==> src/pcix_sec_cap_pkg.sv <==
// Package with offsets, field positions and reset values of the capability block
package pcix_sec_cap_pkg;
  localparam logic [7:0] OFS_GRANT_LATENCY = 8'h7C;
  localparam logic [7:0] OFS_CAP_STATUS = 8'h80;
  localparam logic [7:0] CAP_ID_VALUE = 8'h07;
  localparam logic [7:0] NEXT_CAP_VALUE = 8'h90;
  localparam logic [7:0] MIN_GRANT_RESET = 8'h00;
  localparam logic [7:0] MAX_LATENCY_RESET = 8'h00;
  localparam int BIT_WIDE_BUS = 16;
  localparam int BIT_FAST_CAPABLE = 17;
  localparam int BIT_COMPLETION_DISCARDED = 18;
  localparam int BIT_UNEXPECTED_COMPLETION = 19;
  localparam int BIT_COMPLETION_OVERRUN = 20;
  localparam int BIT_REQUEST_DELAYED = 21;
  localparam int FREQ_LSB = 22;
  localparam int FREQ_MSB = 24;
  localparam logic [2:0] FREQ_CONVENTIONAL = 3'h0;
  localparam logic [2:0] FREQ_66 = 3'h1;
  localparam logic [2:0] FREQ_133 = 3'h2;
  localparam logic [2:0] FREQ_RESET = 3'h0;
endpackage : pcix_sec_cap_pkg

==> src/status_flag_if.sv <==
// Interface carrying event, clear and flag for one sticky status bit
`timescale 1ns/100ps
`default_nettype none
interface status_flag_if;
  logic event_pulse;
  logic clear_pulse;
  logic enable;
  logic flag;
  modport owner (input event_pulse, input clear_pulse, input enable,
    output flag);
  modport user (output event_pulse, output clear_pulse, output enable,
    input flag);
endinterface : status_flag_if
`default_nettype wire

==> src/pcix_secondary_capability_regs.sv <==
// Secondary grant/latency, capability header and secondary status registers
//
// Overview of operation
// - Bits 23:16 at 7Ch give the needed burst period, read-only, reset zero.
// - Bits 31:24 at 7Ch give the needed access rate, read-only, reset zero.
// - The grant and latency bytes mean something only in forward mode.
// - The low byte at 80h reads 07h as the capability identifier.
// - Bits 15:8 at 80h read 90h, the link to power management.
// - Status bit 16 always reads zero, no 64-bit secondary interface.
// - Bit 17 shows 133 MHz capability: one in forward, zero in reverse mode.
// - Bit 18 sets on a discarded split completion in forward mode only.
// - Bit 19 sets on a split completion for the bridge's own ID in reverse.
// - Bit 20 sets when a split completion is cut short by a full buffer.
// - Bit 21 sets when a split request is held by the commitment limit.
// - Bits 24:22 give the secondary clock code 000, 001 or 010.
// - In reverse mode the clock code reads 000, reset value 000.
`timescale 1ns/100ps
`default_nettype none
module pcix_secondary_capability_regs
#(
  parameter logic [7:0] MIN_GRANT = pcix_sec_cap_pkg::MIN_GRANT_RESET,
  parameter logic [7:0] MAX_LATENCY = pcix_sec_cap_pkg::MAX_LATENCY_RESET
)
(
  input wire logic clock,
  input wire logic resetn,
  input wire logic reverse_mode,
  input wire logic [2:0] secondary_clock_code,
  input wire logic completion_discarded,
  input wire logic own_id_completion,
  input wire logic completion_overrun,
  input wire logic request_delayed,
  input wire logic cfg_read,
  input wire logic cfg_write,
  input wire logic [7:0] cfg_offset,
  input wire logic [3:0] cfg_byte_enable,
  input wire logic [31:0] cfg_write_data,
  output logic [31:0] cfg_read_data
);
  import pcix_sec_cap_pkg::*;

  // ***************************************************
  // Strap capture and clock code
  // ***************************************************
  logic reverse_sync1;
  logic reverse_sync2;
  logic reverse;
  logic [2:0] code_sync1;
  logic [2:0] code_sync2;
  logic [2:0] freq_code;
  wire [2:0] next_freq_code = reverse_sync2 ? 3'h0 : code_sync2;
  always_ff @(posedge clock)
  begin
    reverse_sync1 <= reverse_mode;
    reverse_sync2 <= reverse_sync1;
    code_sync1 <= secondary_clock_code;
    code_sync2 <= code_sync1;
  end
  always_ff @(posedge clock)
  begin
    if (!resetn)
    begin
      reverse <= 1'b0;
      freq_code <= FREQ_RESET;
    end
    else
    begin
      reverse <= reverse_sync2;
      freq_code <= next_freq_code;
    end
  end

  // ***************************************************
  // Event synchronisers and status flags
  // ***************************************************
  logic [3:0] event_sync1;
  logic [3:0] event_sync2;
  logic [3:0] event_sync3;
  wire [3:0] event_raw = {request_delayed, completion_overrun,
    own_id_completion, completion_discarded};
  wire [3:0] event_rise = event_sync2 & ~event_sync3;
  always_ff @(posedge clock)
  begin
    event_sync1 <= event_raw;
    event_sync2 <= event_sync1;
    event_sync3 <= event_sync2;
  end
  wire status_write = cfg_write && cfg_offset == OFS_CAP_STATUS &&
    cfg_byte_enable[2];
  wire [3:0] clear_bits = status_write ?
    cfg_write_data[BIT_REQUEST_DELAYED:BIT_COMPLETION_DISCARDED] : 4'h0;
  wire [3:0] flag_enable = {1'b1, 1'b1, reverse, ~reverse};
  wire [3:0] flags;
  status_flag_if flag_port [4] ();
  genvar g;
  generate
    for (g = 0; g < 4; g++)
    begin : flag_bank
      assign flag_port[g].event_pulse = event_rise[g];
      assign flag_port[g].clear_pulse = clear_bits[g];
      assign flag_port[g].enable = flag_enable[g];
      assign flags[g] = flag_port[g].flag;
      sticky_status_flag flag_unit
      (
        .clock(clock),
        .resetn(resetn),
        .port(flag_port[g])
      );
    end
  endgenerate

  // ***************************************************
  // Read data
  // ***************************************************
  wire [7:0] grant_value = reverse ? 8'h00 : MIN_GRANT;
  wire [7:0] latency_value = reverse ? 8'h00 : MAX_LATENCY;
  wire [15:0] status_word = {7'h00, freq_code, flags, ~reverse, 1'b0};
  wire [31:0] word_7c = {latency_value, grant_value, 16'h0000};
  wire [31:0] word_80 = {status_word, NEXT_CAP_VALUE, CAP_ID_VALUE};
  wire [31:0] next_read_data = !cfg_read ? cfg_read_data :
    cfg_offset == OFS_GRANT_LATENCY ? word_7c :
    cfg_offset == OFS_CAP_STATUS ? word_80 : 32'h0000_0000;
  always_ff @(posedge clock)
  begin
    if (!resetn)
      cfg_read_data <= 32'h0000_0000;
    else
      cfg_read_data <= next_read_data;
  end

  // ***************************************************
  // Checks
  // ***************************************************
  cap_header_a: assert property (@(posedge clock) disable iff (!resetn)
    cfg_read && cfg_offset == OFS_CAP_STATUS |=>
    cfg_read_data[15:0] == 16'h9007)
    else $error("capability header wrong");
  reserved_zero_a: assert property (@(posedge clock) disable iff (!resetn)
    cfg_read |=> cfg_read_data[31:25] == 7'h00 || !$past(cfg_offset ==
    OFS_CAP_STATUS))
    else $error("reserved bits set");
  wide_bus_a: assert property (@(posedge clock) disable iff (!resetn)
    cfg_read && cfg_offset == OFS_CAP_STATUS |=> !cfg_read_data[16])
    else $error("64-bit bit set");
  fast_cap_a: assert property (@(posedge clock) disable iff (!resetn)
    cfg_read && cfg_offset == OFS_CAP_STATUS |=>
    cfg_read_data[17] == !$past(reverse))
    else $error("133 MHz bit wrong");
  reverse_freq_a: assert property (@(posedge clock) disable iff (!resetn)
    reverse_sync2 |=> freq_code == 3'h0)
    else $error("clock code in reverse mode");
  discard_fwd_a: assert property (@(posedge clock) disable iff (!resetn)
    event_rise[0] && !reverse |=> flags[0])
    else $error("discard not flagged");
  own_id_a: assert property (@(posedge clock) disable iff (!resetn)
    event_rise[1] && reverse |=> flags[1])
    else $error("own ID completion not flagged");
  overrun_a: assert property (@(posedge clock) disable iff (!resetn)
    event_rise[2] |=> flags[2])
    else $error("overrun not flagged");
  delayed_a: assert property (@(posedge clock) disable iff (!resetn)
    event_rise[3] |=> flags[3])
    else $error("delayed request not flagged");
  grant_reverse_a: assert property (@(posedge clock) disable iff (!resetn)
    reverse && cfg_read && cfg_offset == OFS_GRANT_LATENCY |=>
    cfg_read_data[31:16] == 16'h0000)
    else $error("grant bytes in reverse mode");

  // ***************************************************
  // Read path checks
  // ***************************************************
  read_hold_a: assert property (@(posedge clock) disable iff (!resetn)
    !cfg_read |=> $stable(cfg_read_data))
    else $error("read data moved without a read");
  unmapped_zero_a: assert property (@(posedge clock) disable iff (!resetn)
    cfg_read && cfg_offset != OFS_GRANT_LATENCY &&
    cfg_offset != OFS_CAP_STATUS |=> cfg_read_data == 32'h0000_0000)
    else $error("unmapped offset read nonzero");
  grant_forward_a: assert property (@(posedge clock) disable iff (!resetn)
    !reverse && cfg_read && cfg_offset == OFS_GRANT_LATENCY |=>
    cfg_read_data[31:16] == {MAX_LATENCY, MIN_GRANT})
    else $error("grant bytes wrong in forward mode");
  grant_low_a: assert property (@(posedge clock) disable iff (!resetn)
    cfg_read && cfg_offset == OFS_GRANT_LATENCY |=>
    cfg_read_data[15:0] == 16'h0000)
    else $error("low half at 7C nonzero");
  freq_read_a: assert property (@(posedge clock) disable iff (!resetn)
    cfg_read && cfg_offset == OFS_CAP_STATUS |=>
    cfg_read_data[FREQ_MSB:FREQ_LSB] == $past(freq_code))
    else $error("clock code read wrong");
  flags_read_a: assert property (@(posedge clock) disable iff (!resetn)
    cfg_read && cfg_offset == OFS_CAP_STATUS |=>
    cfg_read_data[BIT_REQUEST_DELAYED:BIT_COMPLETION_DISCARDED] ==
    $past(flags))
    else $error("status flags read wrong");

  // ***************************************************
  // Clock code, mode and reset value checks
  // ***************************************************
  freq_forward_a: assert property (@(posedge clock) disable iff (!resetn)
    !reverse_sync2 |=> freq_code == $past(code_sync2))
    else $error("clock code not passed in forward mode");
  discard_reverse_a: assert property (@(posedge clock) disable iff (!resetn)
    reverse |=> !flags[0])
    else $error("discard flag set in reverse mode");
  own_id_forward_a: assert property (@(posedge clock) disable iff (!resetn)
    !reverse |=> !flags[1])
    else $error("own ID flag set in forward mode");
  reset_values_a: assert property (@(posedge clock)
    !resetn |=> cfg_read_data == 32'h0000_0000 && flags == 4'h0 &&
    freq_code == FREQ_RESET)
    else $error("reset values wrong");

  // ***************************************************
  // Clear path checks and cover points
  // ***************************************************
  clear_discard_a: assert property (@(posedge clock) disable iff (!resetn)
    status_write && cfg_write_data[BIT_COMPLETION_DISCARDED] &&
    !event_rise[0] |=> !flags[0])
    else $error("discard flag not cleared");
  clear_own_id_a: assert property (@(posedge clock) disable iff (!resetn)
    status_write && cfg_write_data[BIT_UNEXPECTED_COMPLETION] &&
    !event_rise[1] |=> !flags[1])
    else $error("own ID flag not cleared");
  clear_overrun_a: assert property (@(posedge clock) disable iff (!resetn)
    status_write && cfg_write_data[BIT_COMPLETION_OVERRUN] &&
    !event_rise[2] |=> !flags[2])
    else $error("overrun flag not cleared");
  clear_delayed_a: assert property (@(posedge clock) disable iff (!resetn)
    status_write && cfg_write_data[BIT_REQUEST_DELAYED] &&
    !event_rise[3] |=> !flags[3])
    else $error("delayed flag not cleared");
  lane_ignored_a: assert property (@(posedge clock) disable iff (!resetn)
    cfg_write && !cfg_byte_enable[2] && flags[2] |=> flags[2])
    else $error("write without byte lane 2 cleared a flag");
  offset_ignored_a: assert property (@(posedge clock) disable iff (!resetn)
    cfg_write && cfg_offset != OFS_CAP_STATUS && flags[3] |=>
    flags[3])
    else $error("write to other offset cleared a flag");
  zero_kept_a: assert property (@(posedge clock) disable iff (!resetn)
    status_write && !cfg_write_data[BIT_COMPLETION_OVERRUN] &&
    flags[2] |=> flags[2])
    else $error("writing zero cleared a flag");
  set_over_clear_a: assert property (@(posedge clock) disable iff (!resetn)
    event_rise[3] && clear_bits[3] |=> flags[3])
    else $error("clear beat a new event");
  code_cover: cover property (@(posedge clock) disable iff (!resetn)
    freq_code == FREQ_133 && cfg_read && cfg_offset == OFS_CAP_STATUS);
  discard_cover: cover property (@(posedge clock) disable iff (!resetn)
    flags[0] ##1 status_write ##1 !flags[0]);
  overrun_cover: cover property (@(posedge clock) disable iff (!resetn)
    event_rise[2] && clear_bits[2]);
  reverse_cover: cover property (@(posedge clock) disable iff (!resetn)
    reverse && flags[1]);
endmodule : pcix_secondary_capability_regs
`default_nettype wire

==> src/sticky_status_flag.sv <==
// One write-one-to-clear sticky status flag
`timescale 1ns/100ps
`default_nettype none
module sticky_status_flag
(
  input wire logic clock,
  input wire logic resetn,
  status_flag_if.owner port
);
  logic held;
  wire next_held = port.enable &
    (port.event_pulse | (held & ~port.clear_pulse));
  always_ff @(posedge clock)
  begin
    if (!resetn)
      held <= 1'b0;
    else
      held <= next_held;
  end
  assign port.flag = held;
  set_wins_a: assert property (@(posedge clock) disable iff (!resetn)
    port.enable && port.event_pulse |=> port.flag)
    else $error("event lost");
  zero_disabled_a: assert property (@(posedge clock) disable iff (!resetn)
    !port.enable |=> !port.flag)
    else $error("flag set while disabled");
  clear_works_a: assert property (@(posedge clock) disable iff (!resetn)
    port.clear_pulse && !port.event_pulse |=> !port.flag)
    else $error("clear ignored");
endmodule : sticky_status_flag
`default_nettype wire

==> config.mk <==
export PLATFORM = sky130hd
export DESIGN_NAME = pcix_secondary_capability_regs
export DESIGN_NICKNAME = d
export VERILOG_FILES = /design/src/pcix_sec_cap_pkg.sv /design/src/status_flag_if.sv /design/src/pcix_secondary_capability_regs.sv /design/src/sticky_status_flag.sv
export SDC_FILE = /design/constraint.sdc
export NUM_CORES = 1
export LEC_CHECK = 0
export BUFFER_PORTS_ARGS = -buffer_cell sky130_fd_sc_hd__buf_2
export CORE_MARGIN = 2
export CORE_UTILIZATION = 42
export CTS_BUF_LIST = sky130_fd_sc_hd__clkbuf_4 sky130_fd_sc_hd__clkbuf_8
export CTS_CLUSTER_DIAMETER = 100
export CTS_CLUSTER_SIZE = 8
export DETAILED_ROUTE_END_ITERATION = 12
export PLACE_DENSITY = 0.79
export SYNTH_ARGS = -nofsm -noshare
export SYNTH_HDL_FRONTEND = slang
export SYNTH_SLANG_ARGS = --single-unit
export TNS_END_PERCENT = 1
==> constraint.sdc <==
create_clock -name clock -period 0.9 [get_ports clock]
set_input_delay 0.09 -clock clock [delete_from_list [all_inputs] [get_ports clock]]
set_output_delay 0.09 -clock clock [all_outputs]
set_load 0.02 [all_outputs]
Word level (Yosys, flattened, before mapping) --
Cells that the tools add are included.
Word-level totals: word-level logic and storage cells 40, bits of input ports 56, output and inout bits 32, bits in registers 60
Cells by class: mux-type cells 3, reduce and logical (&&, ||, !) cells 3, bitwise logic cells 18, equal/unequal tests 2
Operator list (number):
- 2-to-1 mux 25 bit | 2
- == test 8 x 7 -> 1 bit (second input constant) | 1
- == test 8 bit (second input constant) | 1
- AND 1 bit | 6
- inverter 1 bit | 6
- AND 4 bit | 1
- 2-to-1 mux 4 bit | 1
- inverter 4 bit | 1
- OR 1 bit | 4
- logical AND 1 bit | 2
- OR reduction 2 bit | 1

Depth between registers and ports, before layout --
Gate-level depths: netlist of run 1.
word-level depth 8, gate-level depth with buffers 3, mapped depth without buffers 3

Hierarchy --
Synthesis of run 1 repeated with hierarchy kept, for this count alone.
Second synthesis, totals: cells, all modules 124, area, all modules 1340.0 um^2
By module, submodules not included:
- pcix_secondary_capability_regs | sequential area each 660.6 um^2, area an instance 1194.9 um^2, cells each 112, instances 1
- sticky_status_flag | sequential area each 20.0 um^2, area an instance 36.3 um^2, cells each 3, instances 4

Least setup slack after synthesis of run 1 --
No wires, ideal clock.
path kind input port to flip-flop, start input cfg_offset[6], end register flag_bank[0].flag_unit.held, data required time 0.781 ns, path buffers 0, path slack 0.091 ns, setup time 0.119 ns, stages on the path 3, arrival 0.689 ns, cell sequence nor4b_4 -> and4_4 -> a21oi_1
On the way: longest elaborated chain between the ends 8
Ends and longest elaborated chain:
- start: declaration | line pcix_secondary_capability_regs.sv:35 | input wire logic [7:0] cfg_offset,
- == test 8 bit | line pcix_secondary_capability_regs.sv:88 | wire status_write = cfg_write && cfg_offset == OFS_CAP_STATUS &&
- logical AND 1 bit (2 in series) | line pcix_secondary_capability_regs.sv:88
- 2-to-1 mux 4 bit | line pcix_secondary_capability_regs.sv:90 | wire [3:0] clear_bits = status_write ?
- inverter 1 bit | line sticky_status_flag.sv:12 | (port.event_pulse | (held & ~port.clear_pulse));
- AND 1 bit | line sticky_status_flag.sv:12
- OR 1 bit | line sticky_status_flag.sv:12
- AND 1 bit | line sticky_status_flag.sv:11 | wire next_held = port.enable &
- end signal: assignment | line sticky_status_flag.sv:18 | held <= next_held;
- end: declaration | line sticky_status_flag.sv:10 | logic held;
No other way between the ends. A chain may end at the register's enable or synchronous reset.

==> impl_metrics.ini, run 1 <==
[synth]
synthFlopType = dfxtp_1
synth_seq_area_share_pct = 57.7
synthArstFlopShare_pct = 0
synth_top_cells_by_area = dfxtp_1 58%, buf_4 13%, nand3b_1 5.8%
synth_common_cells = 37 x dfxtp_1, 23 x buf_4, 10 x nand3b_1, 10 x nor2b_1, 9 x o21ai_1
syn_area_per_cell_um2 = 11.0
synth-seq-cells = 37
synth-edff-count = 0
syn_area_mm2 = 0.00128
synth_cell_types = 17
ys_warn_count = 0
synth_top_area_share_pct = 57.7
yosysTopAreaCell = dfxtp_1
synth_cells = 117
synth_most_common_cell = dfxtp_1

[power_and_ir_drop]
finalPower_mw = 3.12
swShare_pct = 19.9
leakagePower_nw = 0.722
pwr-share-clk_pct = 37.1
power.internal_mw = 2.49
ir_drop_mv = 1.52
p_sw_uw = 621
power_density_mw_per_mm2 = 1880
seqPwrFrac_pct = 55.1
combPwrFrac_pct = 7.8

[sta]
worst_slack_ns = -0.0394
slew_viol_final = 0
final.period_utilization_pct = 104
hold_violations = 0
setup_violations = 5
period_needed_ns = 0.939
whs_ns = 0.0588
setup_tns_ns = -0.194
fmax_mhz = 1060
rsz0062_at_grt = true
fin_skew_ns = 0.00657

[route]
dr_total_vias = 857
drt_first_iter_violations = 10
wl_um = 1870
dr.pass1.iters = 4
drc = 0
via_per_inst = 4.37
antenna_left = 0
wl_per_cell_um = 9.53

[placed_design]
dp_hpwl_um = 1400
place_ws_ns = -0.0960
dpl.cell_count = 180
portBuffers = 37
dpl_cell_area_mm2 = 0.00141
routabilityCongestion = 0.683

[grt]
grt_pass1_wl_um = 3020
grt-ovfl-total = 0
grt_pass1_vias = 782
grt_max_degree = 19
antenna_found_initial = 0
grt.total_usage_pct = 11.8

[worst_hold_path]
min_path_type = input port to register
min_to = flag_bank[0].flag_unit.port.flag$_SDFF_PN0_
holdCritStartpoint = cfg_write_data[18]
holdPathStages = 3

[clocking]
cts_max_path_buffers = 2
path_clk_slew_ns = 0.10
cts_buffers = 5
htreeDepth = 2
clk_latency_ns = 0.32
cts_num_sinks = 37
cts_setup_buffers = 0
root_buffer = clkbuf_4
cts_tree = done

[critical_path]
crit_path_top_delay_cell = dfxtp_4
crit_fanout = 6
crit_family = flip-flops
criticalPathCategory = register to output port
path_buf_inv = 1
r2r-start = event_sync2[3]$_DFF_P_
critPathArrivalTime_ns = 0.85
r2r.worst_path.cells = 3
endpoint_kind = output port
crit_chain = buf_4
r2r_slack_ns = 0.12
required_ns = 0.81
start_kind = register
r2r_end = flag_bank[3].flag_unit.port.flag$_SDFF_PN0_
slowest_delay_ns = 0.37

[layout]
ff_latch_area_um2 = 754
area_growth_pct = 28.9
multi_input_area_um2 = 423
fillers = 252
antennaDiodeCount = 0
final_layout_size_suffix_gt1_share_pct = 36.2
final_cells = 196
fin_area_mm2 = 0.00166
nets = 218
final_core_util_pct = 55.6

[floorplan]
row_count = 20
io_pins = 88
die_w_um = 59.3
start_util_pct = 43.1
die_h_um = 59.3
die_area_mm2 = 0.00351
core_area_mm2 = 0.00298

[status]
status = finished with violations
violations = setup timing

[job]
max_cap_violations = 0
area by class of cell:
cell class / count / area share, %
clock inverters: 1 / 1.81
well taps: 33 / 2.49
multi-input cells: 72 / 25.5
clock buffers: 7 / 3.55
repair buffers: 46 / 21.0
flip-flops and latches: 37 / 45.6
worst max-delay path by stage:
stage | to | from | depth (start not counted)
4_1_cts | cfg_read_data[12] | cfg_read_data[15]$_SDFFE_PN0P_ | 1
2_1_floorplan | flag_bank[0].flag_unit.port.flag$_SDFF_PN0_ | cfg_offset[6] | 3
3_5_place_dp | flag_bank[3].flag_unit.port.flag$_SDFF_PN0_ | cfg_offset[3] | 4
6_report | cfg_read_data[0] | cfg_read_data[15]$_SDFFE_PN0P_ | 1
3_3_place_gp | flag_bank[0].flag_unit.port.flag$_SDFF_PN0_ | cfg_offset[6] | 4
5_1_grt | cfg_read_data[0] | cfg_read_data[15]$_SDFFE_PN0P_ | 1
power groups by stage:
stage,combinational [mW],sequential [mW],clock (mW)
floorplan,0.200,1.75,0
global placement,0.208,1.76,0
detailed placement,0.215,1.76,0
CTS,0.241,1.72,1.19
global route,0.267,1.72,1.29
finish,0.243,1.72,1.16
registers in the layout, indices dropped and copies added (netlist names), 3 cells and up:
signal	flops
code_sync2	3
event_sync3	4
flag_bank.flag_unit.port.flag	4
cfg_read_data	9
code_sync1	3
event_sync1	4
freq_code	3
event_sync2	4
what timing repair did:
action	CTS	global route
endpoints found under the hold margin	8	0
hold buffers	8	0
setup endpoints to repair	13	13
cloned	0	0
gates resized for setup	25	6
cell families after synthesis:
logic type / count (synthesis) / synth area share, %
compound gates: 17 / 6.82
buf+inv: 26 / 14.6
flops: 37 / 57.7
other cells: 1 / 0.292
simple gates: 36 / 20.6
metal layers:
layer,wire (um),vias to the layer above,track usage [%]
met2,979,42,21.4
met4,13,0,5.84
met3,171,2,4.80
met1,702,375,11.3
li1,-,438,-
met5,0,-,0
layout by cell type, fill, tap and decap left out:
cell / n
nand3_1: 7
buf_12: 1
o21ai_1: 9
clkbuf_8: 1
conb_1: 19
nand3b_1: 10
buf_6: 8
buf_2: 24
o21ai_0: 3
and2_1: 4
o211ai_1: 1
dlygate4sd3_1: 8
nor2b_1: 10
nor4b_4: 1
buf_4: 5
dfxtp_2: 8
nand2_2: 1
dfxtp_4: 1
clkbuf_4: 6
nor4_4: 1
dfxtp_1: 28
nand2_1: 1
and4_4: 1
a21oi_1: 4
bufinv_16: 1
worst min-delay path: stages:
cell	delay (ns)
buf_2	0.08
nor2b_1	0.11
a21oi_1	0.06
Power figures use the tool's default switching activity.
==> inputs of run 2 (changes only) <==
--- a/config.mk
+++ b/config.mk
@@ -12,7 +12,7 @@
 export CTS_CLUSTER_DIAMETER = 100
 export CTS_CLUSTER_SIZE = 8
 export DETAILED_ROUTE_END_ITERATION = 12
-export PLACE_DENSITY = 0.79
+export PLACE_DENSITY_LB_ADDON = 0.3
 export SYNTH_ARGS = -nofsm -noshare
 export SYNTH_HDL_FRONTEND = slang
 export SYNTH_SLANG_ARGS = --single-unit
==> run 2 against run 1 <==
Against the previous run: the flow still finishes with violations (setup timing); via count shrank 1.4%; maximum frequency shrank 1.4%; power shrank 1.2%; setup slack lost 0.013 ns; largest power group unchanged; highest routed layer unchanged.
==> impl_metrics.ini, run 2 (same netlist as run 1, synthesis figures left out) <==
[status]
status = finished with violations
violations = setup timing

[layout]
largest_register_ffs = 9
fin_area_mm2 = 0.00166
final_layout_size_suffix_gt1_share_pct = 36.2
nets = 218
multi_input_area_um2 = 423
regMostFlops = cfg_read_data
area_growth_pct = 29.0
ff_latch_area_um2 = 754
antennaDiodeCount = 0
fillers = 264
layout_commonest_cell = dfxtp_1
mostFrequentLayoutCells = 28 x dfxtp_1, 24 x buf_2, 19 x conb_1
final_cells = 196

[worst_hold_path]
min_path_type = input port to register
holdPathStages = 3
min_to = flag_bank[0].flag_unit.port.flag$_SDFF_PN0_
holdCritStartpoint = cfg_write_data[18]

[clocking]
cts_num_sinks = 37
path_clk_slew_ns = 0.11
htreeDepth = 2
cts_max_path_buffers = 2
cts_setup_buffers = 0
clk_latency_ns = 0.33
cts_tree = done
cts_buffers = 5
root_buffer = clkbuf_4

[power_and_ir_drop]
leakagePower_nw = 0.713
power.internal_mw = 2.38
finalPower_mw = 3.08
p_sw_uw = 695
combPwrFrac_pct = 7.7
swShare_pct = 22.6
pwr-share-clk_pct = 36.5
seqPwrFrac_pct = 55.8
ir_drop_mv = 1.22
power_density_mw_per_mm2 = 1860

[critical_path]
endpoint_kind = output port
slowest_delay_ns = 0.41
r2r.worst_path.cells = 3
crit_chain = buf_6
crit_fanout = 6
path_buf_inv = 1
criticalPathCategory = register to output port
critPathArrivalTime_ns = 0.86
r2r-start = event_sync2[1]$_DFF_P_
r2r_slack_ns = 0.12
required_ns = 0.81
start_kind = register
crit_path_top_delay_cell = dfxtp_4
r2r_end = flag_bank[1].flag_unit.port.flag$_SDFF_PN0_
crit_family = flip-flops

[route]
drc = 0
via_per_inst = 4.31
wl_per_cell_um = 10.1
drt_first_iter_violations = 13
antenna_left = 0
dr.pass1.iters = 3
wl_um = 1970
dr_total_vias = 845

[placed_design]
portBuffers = 37
routabilityCongestion = 0.728
place_ws_ns = -0.0903
dpl.cell_count = 180
dpl_cell_area_mm2 = 0.00140
dp_hpwl_um = 1380

[sta]
worst_slack_ns = -0.0527
fmax_mhz = 1050
setup_violations = 5
final.period_utilization_pct = 106
fin_skew_ns = 0.00548
slew_viol_final = 0
hold_violations = 0
period_needed_ns = 0.953
setup_tns_ns = -0.257
rsz0062_at_grt = true

[floorplan]
start_util_pct = 43.1
row_count = 20
io_pins = 88
die_h_um = 59.3
die_area_mm2 = 0.00351
die_w_um = 59.3
core_area_mm2 = 0.00298

[grt]
grt-ovfl-total = 0
grt_max_degree = 19
grt_pass1_wl_um = 3330
antenna_found_initial = 0
grt.total_usage_pct = 13.2
grt_pass1_vias = 774

[job]
max_cap_violations = 0
run 2: through the flow:
step	hold slack, ns	util [%]
6_report	0.0345	55.6
3_5_place_dp	0.194	46.9
2_1_floorplan	0.118	-
5_1_grt	0.0415	55.6
3_3_place_gp	0.192	46.9
4_1_cts	0.0193	55.6
run 2: what timing repair did:
action                                 in CTS  in global routing
gates cloned                                0                  0
pin swaps                                   0                  0
setup endpoints to repair                  13                 13
endpoints found under the hold margin       8                  0
hold buffers                                8                  0
resized for setup                          36                  0
run 2: power by group through the flow:
| stage | sequential (mW) | combinational (mW) | clock, mW |
|---|---|---|---|
| 3_5_place_dp | 1.76 | 0.209 | 0 |
| 2_1_floorplan | 1.75 | 0.200 | 0 |
| 5_1_grt | 1.73 | 0.262 | 1.24 |
| 4_1_cts | 1.72 | 0.235 | 1.17 |
| 6_report | 1.72 | 0.238 | 1.12 |
| 3_3_place_gp | 1.76 | 0.203 | 0 |
run 2: worst max-delay path by stage:
stage / slack (ns) / endpoint / from / cells after the start
6_report: -0.05 / cfg_read_data[0] / cfg_read_data[15]$_SDFFE_PN0P_ / 1
5_1_grt: -0.10 / cfg_read_data[0] / cfg_read_data[15]$_SDFFE_PN0P_ / 1
4_1_cts: -0.08 / cfg_read_data[12] / cfg_read_data[15]$_SDFFE_PN0P_ / 1
3_5_place_dp: -0.09 / flag_bank[2].flag_unit.port.flag$_SDFF_PN0_ / cfg_offset[6] / 4
3_3_place_gp: -0.07 / flag_bank[0].flag_unit.port.flag$_SDFF_PN0_ / cfg_offset[6] / 4
2_1_floorplan: 0.09 / flag_bank[0].flag_unit.port.flag$_SDFF_PN0_ / cfg_offset[6] / 3
run 2: cell type report:
class	count	share of cell area, %
Clock inverter	3	2.79
Timing Repair Buffer	46	21.4
Sequential cell	37	45.5
Tap cell	33	2.49
Clock buffer	5	2.27
Multi-Input combinational cell	72	25.5
run 2: worst min-delay path, cell delays in order:
cell,delay [ns]
buf_2,0.07
nor2b_1,0.11
a21oi_1,0.06
run 2: metal layers:
metal	track usage (%)	up-vias	share of wire, %
met3	6.77	4	8.9
met4	6.82	0	1.8
met5	0	-	0
met2	21.4	44	47
li1	-	441	-
met1	14.0	356	42
==> inputs of run 3 (changes only) <==
--- a/config.mk
+++ b/config.mk
@@ -12,7 +12,9 @@
 export CTS_CLUSTER_DIAMETER = 100
 export CTS_CLUSTER_SIZE = 8
 export DETAILED_ROUTE_END_ITERATION = 12
+export HOLD_SLACK_MARGIN = 0.08
 export PLACE_DENSITY_LB_ADDON = 0.3
+export SLEW_MARGIN = 20
 export SYNTH_ARGS = -nofsm -noshare
 export SYNTH_HDL_FRONTEND = slang
 export SYNTH_SLANG_ARGS = --single-unit
==> run 3 against run 2 <==
Against the previous run: the run still ends with setup timing left; final cell count rose by 2.0%; largest cell class unchanged; largest power group unchanged; critical path depth did not move; sequential power barely moved; cell area rose by 2.4%; hold slack improved by 0.081 ns; register-to-register slack barely moved; global-route usage rose by 0.18 points; clock power barely moved; setup slack barely moved; flip-flop and latch count did not move; critical endpoint unchanged; highest routed layer unchanged.
==> impl_metrics.ini, run 3 (same netlist as run 1, synthesis figures left out) <==
[status]
status = finished with violations
violations = setup timing

[floorplan]
die_w_um = 59.3
io_pins = 88
die_area_mm2 = 0.00351
start_util_pct = 43.1
core_area_mm2 = 0.00298
die_h_um = 59.3
row_count = 20

[grt]
grt_pass1_vias = 778
grt_max_degree = 19
grt_pass1_wl_um = 3380
antenna_found_initial = 0
grt.total_usage_pct = 13.4
grt-ovfl-total = 0

[critical_path]
critPathArrivalTime_ns = 0.86
criticalPathCategory = register to output port
crit_fanout = 6
crit_family = flip-flops
start_kind = register
required_ns = 0.81
r2r_slack_ns = 0.12
r2r_end = flag_bank[1].flag_unit.port.flag$_SDFF_PN0_
r2r-start = event_sync2[1]$_DFF_P_
slowest_delay_ns = 0.41
crit_path_top_delay_cell = dfxtp_4
endpoint_kind = output port
crit_chain = buf_6
r2r.worst_path.cells = 3
path_buf_inv = 1

[power_and_ir_drop]
p_sw_uw = 700
seqPwrFrac_pct = 55.5
leakagePower_nw = 0.730
power.internal_mw = 2.40
combPwrFrac_pct = 8.1
power_density_mw_per_mm2 = 1820
ir_drop_mv = 1.22
finalPower_mw = 3.10
pwr-share-clk_pct = 36.4
swShare_pct = 22.6

[layout]
nets = 222
antennaDiodeCount = 0
area_growth_pct = 32.2
final_cells = 200
largest_register_ffs = 9
fillers = 260
final_layout_size_suffix_gt1_share_pct = 35.3
layout_commonest_cell = dfxtp_1
regMostFlops = cfg_read_data
ff_latch_area_um2 = 754
multi_input_area_um2 = 423
mostFrequentLayoutCells = 28 x dfxtp_1, 24 x buf_2, 19 x conb_1

[clocking]
path_clk_slew_ns = 0.11
cts_num_sinks = 37
cts_setup_buffers = 0
cts_buffers = 5
clk_latency_ns = 0.33
cts_max_path_buffers = 2
cts_tree = done
htreeDepth = 2
root_buffer = clkbuf_4

[route]
dr.pass1.iters = 3
drc = 0
via_per_inst = 4.30
dr_total_vias = 859
wl_met2_um = 950
wl_per_cell_um = 10.0
wl_met3_um = 167
drt_first_iter_violations = 14
drt-met1-wl_um = 852
wl_um = 2010
top_layer = met4
antenna_left = 0

[job]
max_cap_violations = 0

[sta]
worst_slack_ns = -0.0527
fmax_mhz = 1050
rsz0062_at_grt = true
setup_violations = 5
fin_skew_ns = 0.00398
slew_viol_final = 0
whs_ns = 0.115
setup_tns_ns = -0.257
period_needed_ns = 0.953
hold_violations = 0
final.period_utilization_pct = 106

[placed_design]
portBuffers = 37
routabilityCongestion = 0.728
dpl.cell_count = 180
dp_hpwl_um = 1380

[worst_hold_path]
min_path_type = input port to register
holdCritStartpoint = cfg_read
holdPathStages = 3
min_to = cfg_read_data[15]$_SDFFE_PN0P_
[run 3: cell count changes in the layout (fill, tap and decap cells not counted)]
cell and change:
dlygate4sd3_1 +4
[run 3: power groups by stage]
stage / sequential, mW / combinational [mW] / clock (mW)
2_1_floorplan: 1.75 / 0.200 / 0
3_3_place_gp: 1.76 / 0.203 / 0
3_5_place_dp: 1.76 / 0.209 / 0
4_1_cts: 1.72 / 0.249 / 1.17
5_1_grt: 1.73 / 0.276 / 1.24
6_report: 1.72 / 0.252 / 1.13
[run 3: layer usage]
layer  track usage, %  vias up
met5                0        -
met4             6.82        0
met3             6.55        4
met2             21.7       44
met1             14.4      362
li1                 -      449
[run 3: through the flow]
step | worst slack (ns) | instance area (um2) | util, %
floorplan | 0.0913 | 1350 | -
global placement | -0.0702 | 1400 | 46.9
detailed placement | -0.0903 | 1400 | 46.9
CTS | -0.0755 | 1700 | 57.0
global route | -0.104 | 1700 | 57.0
finish | -0.0527 | 1700 | 57.0
[run 3: final cells by class]
| class | instances | area share, % |
|---|---|---|
| Clock buffer | 5 | 2.21 |
| Clock inverter | 3 | 2.73 |
| Multi-Input combinational cell | 72 | 24.9 |
| Sequential cell | 37 | 44.5 |
| Tap cell | 33 | 2.43 |
| Timing Repair Buffer | 50 | 23.2 |
[run 3: how the worst max path moves through the flow]
stage	start	endpoint	cells past startpoint
global placement	cfg_offset[6]	flag_bank[0].flag_unit.port.flag$_SDFF_PN0_	4
floorplan	cfg_offset[6]	flag_bank[0].flag_unit.port.flag$_SDFF_PN0_	3
global route	cfg_read_data[15]$_SDFFE_PN0P_	cfg_read_data[0]	1
finish	cfg_read_data[15]$_SDFFE_PN0P_	cfg_read_data[0]	1
CTS	cfg_read_data[15]$_SDFFE_PN0P_	cfg_read_data[12]	1
detailed placement	cfg_offset[6]	flag_bank[2].flag_unit.port.flag$_SDFF_PN0_	4
[run 3: repair_timing]
item,4_1_cts,5_1_grt
setup endpoints to repair,13,13
endpoints found under the hold margin,12,0
hold buffers,12,0
gates resized for setup,36,0
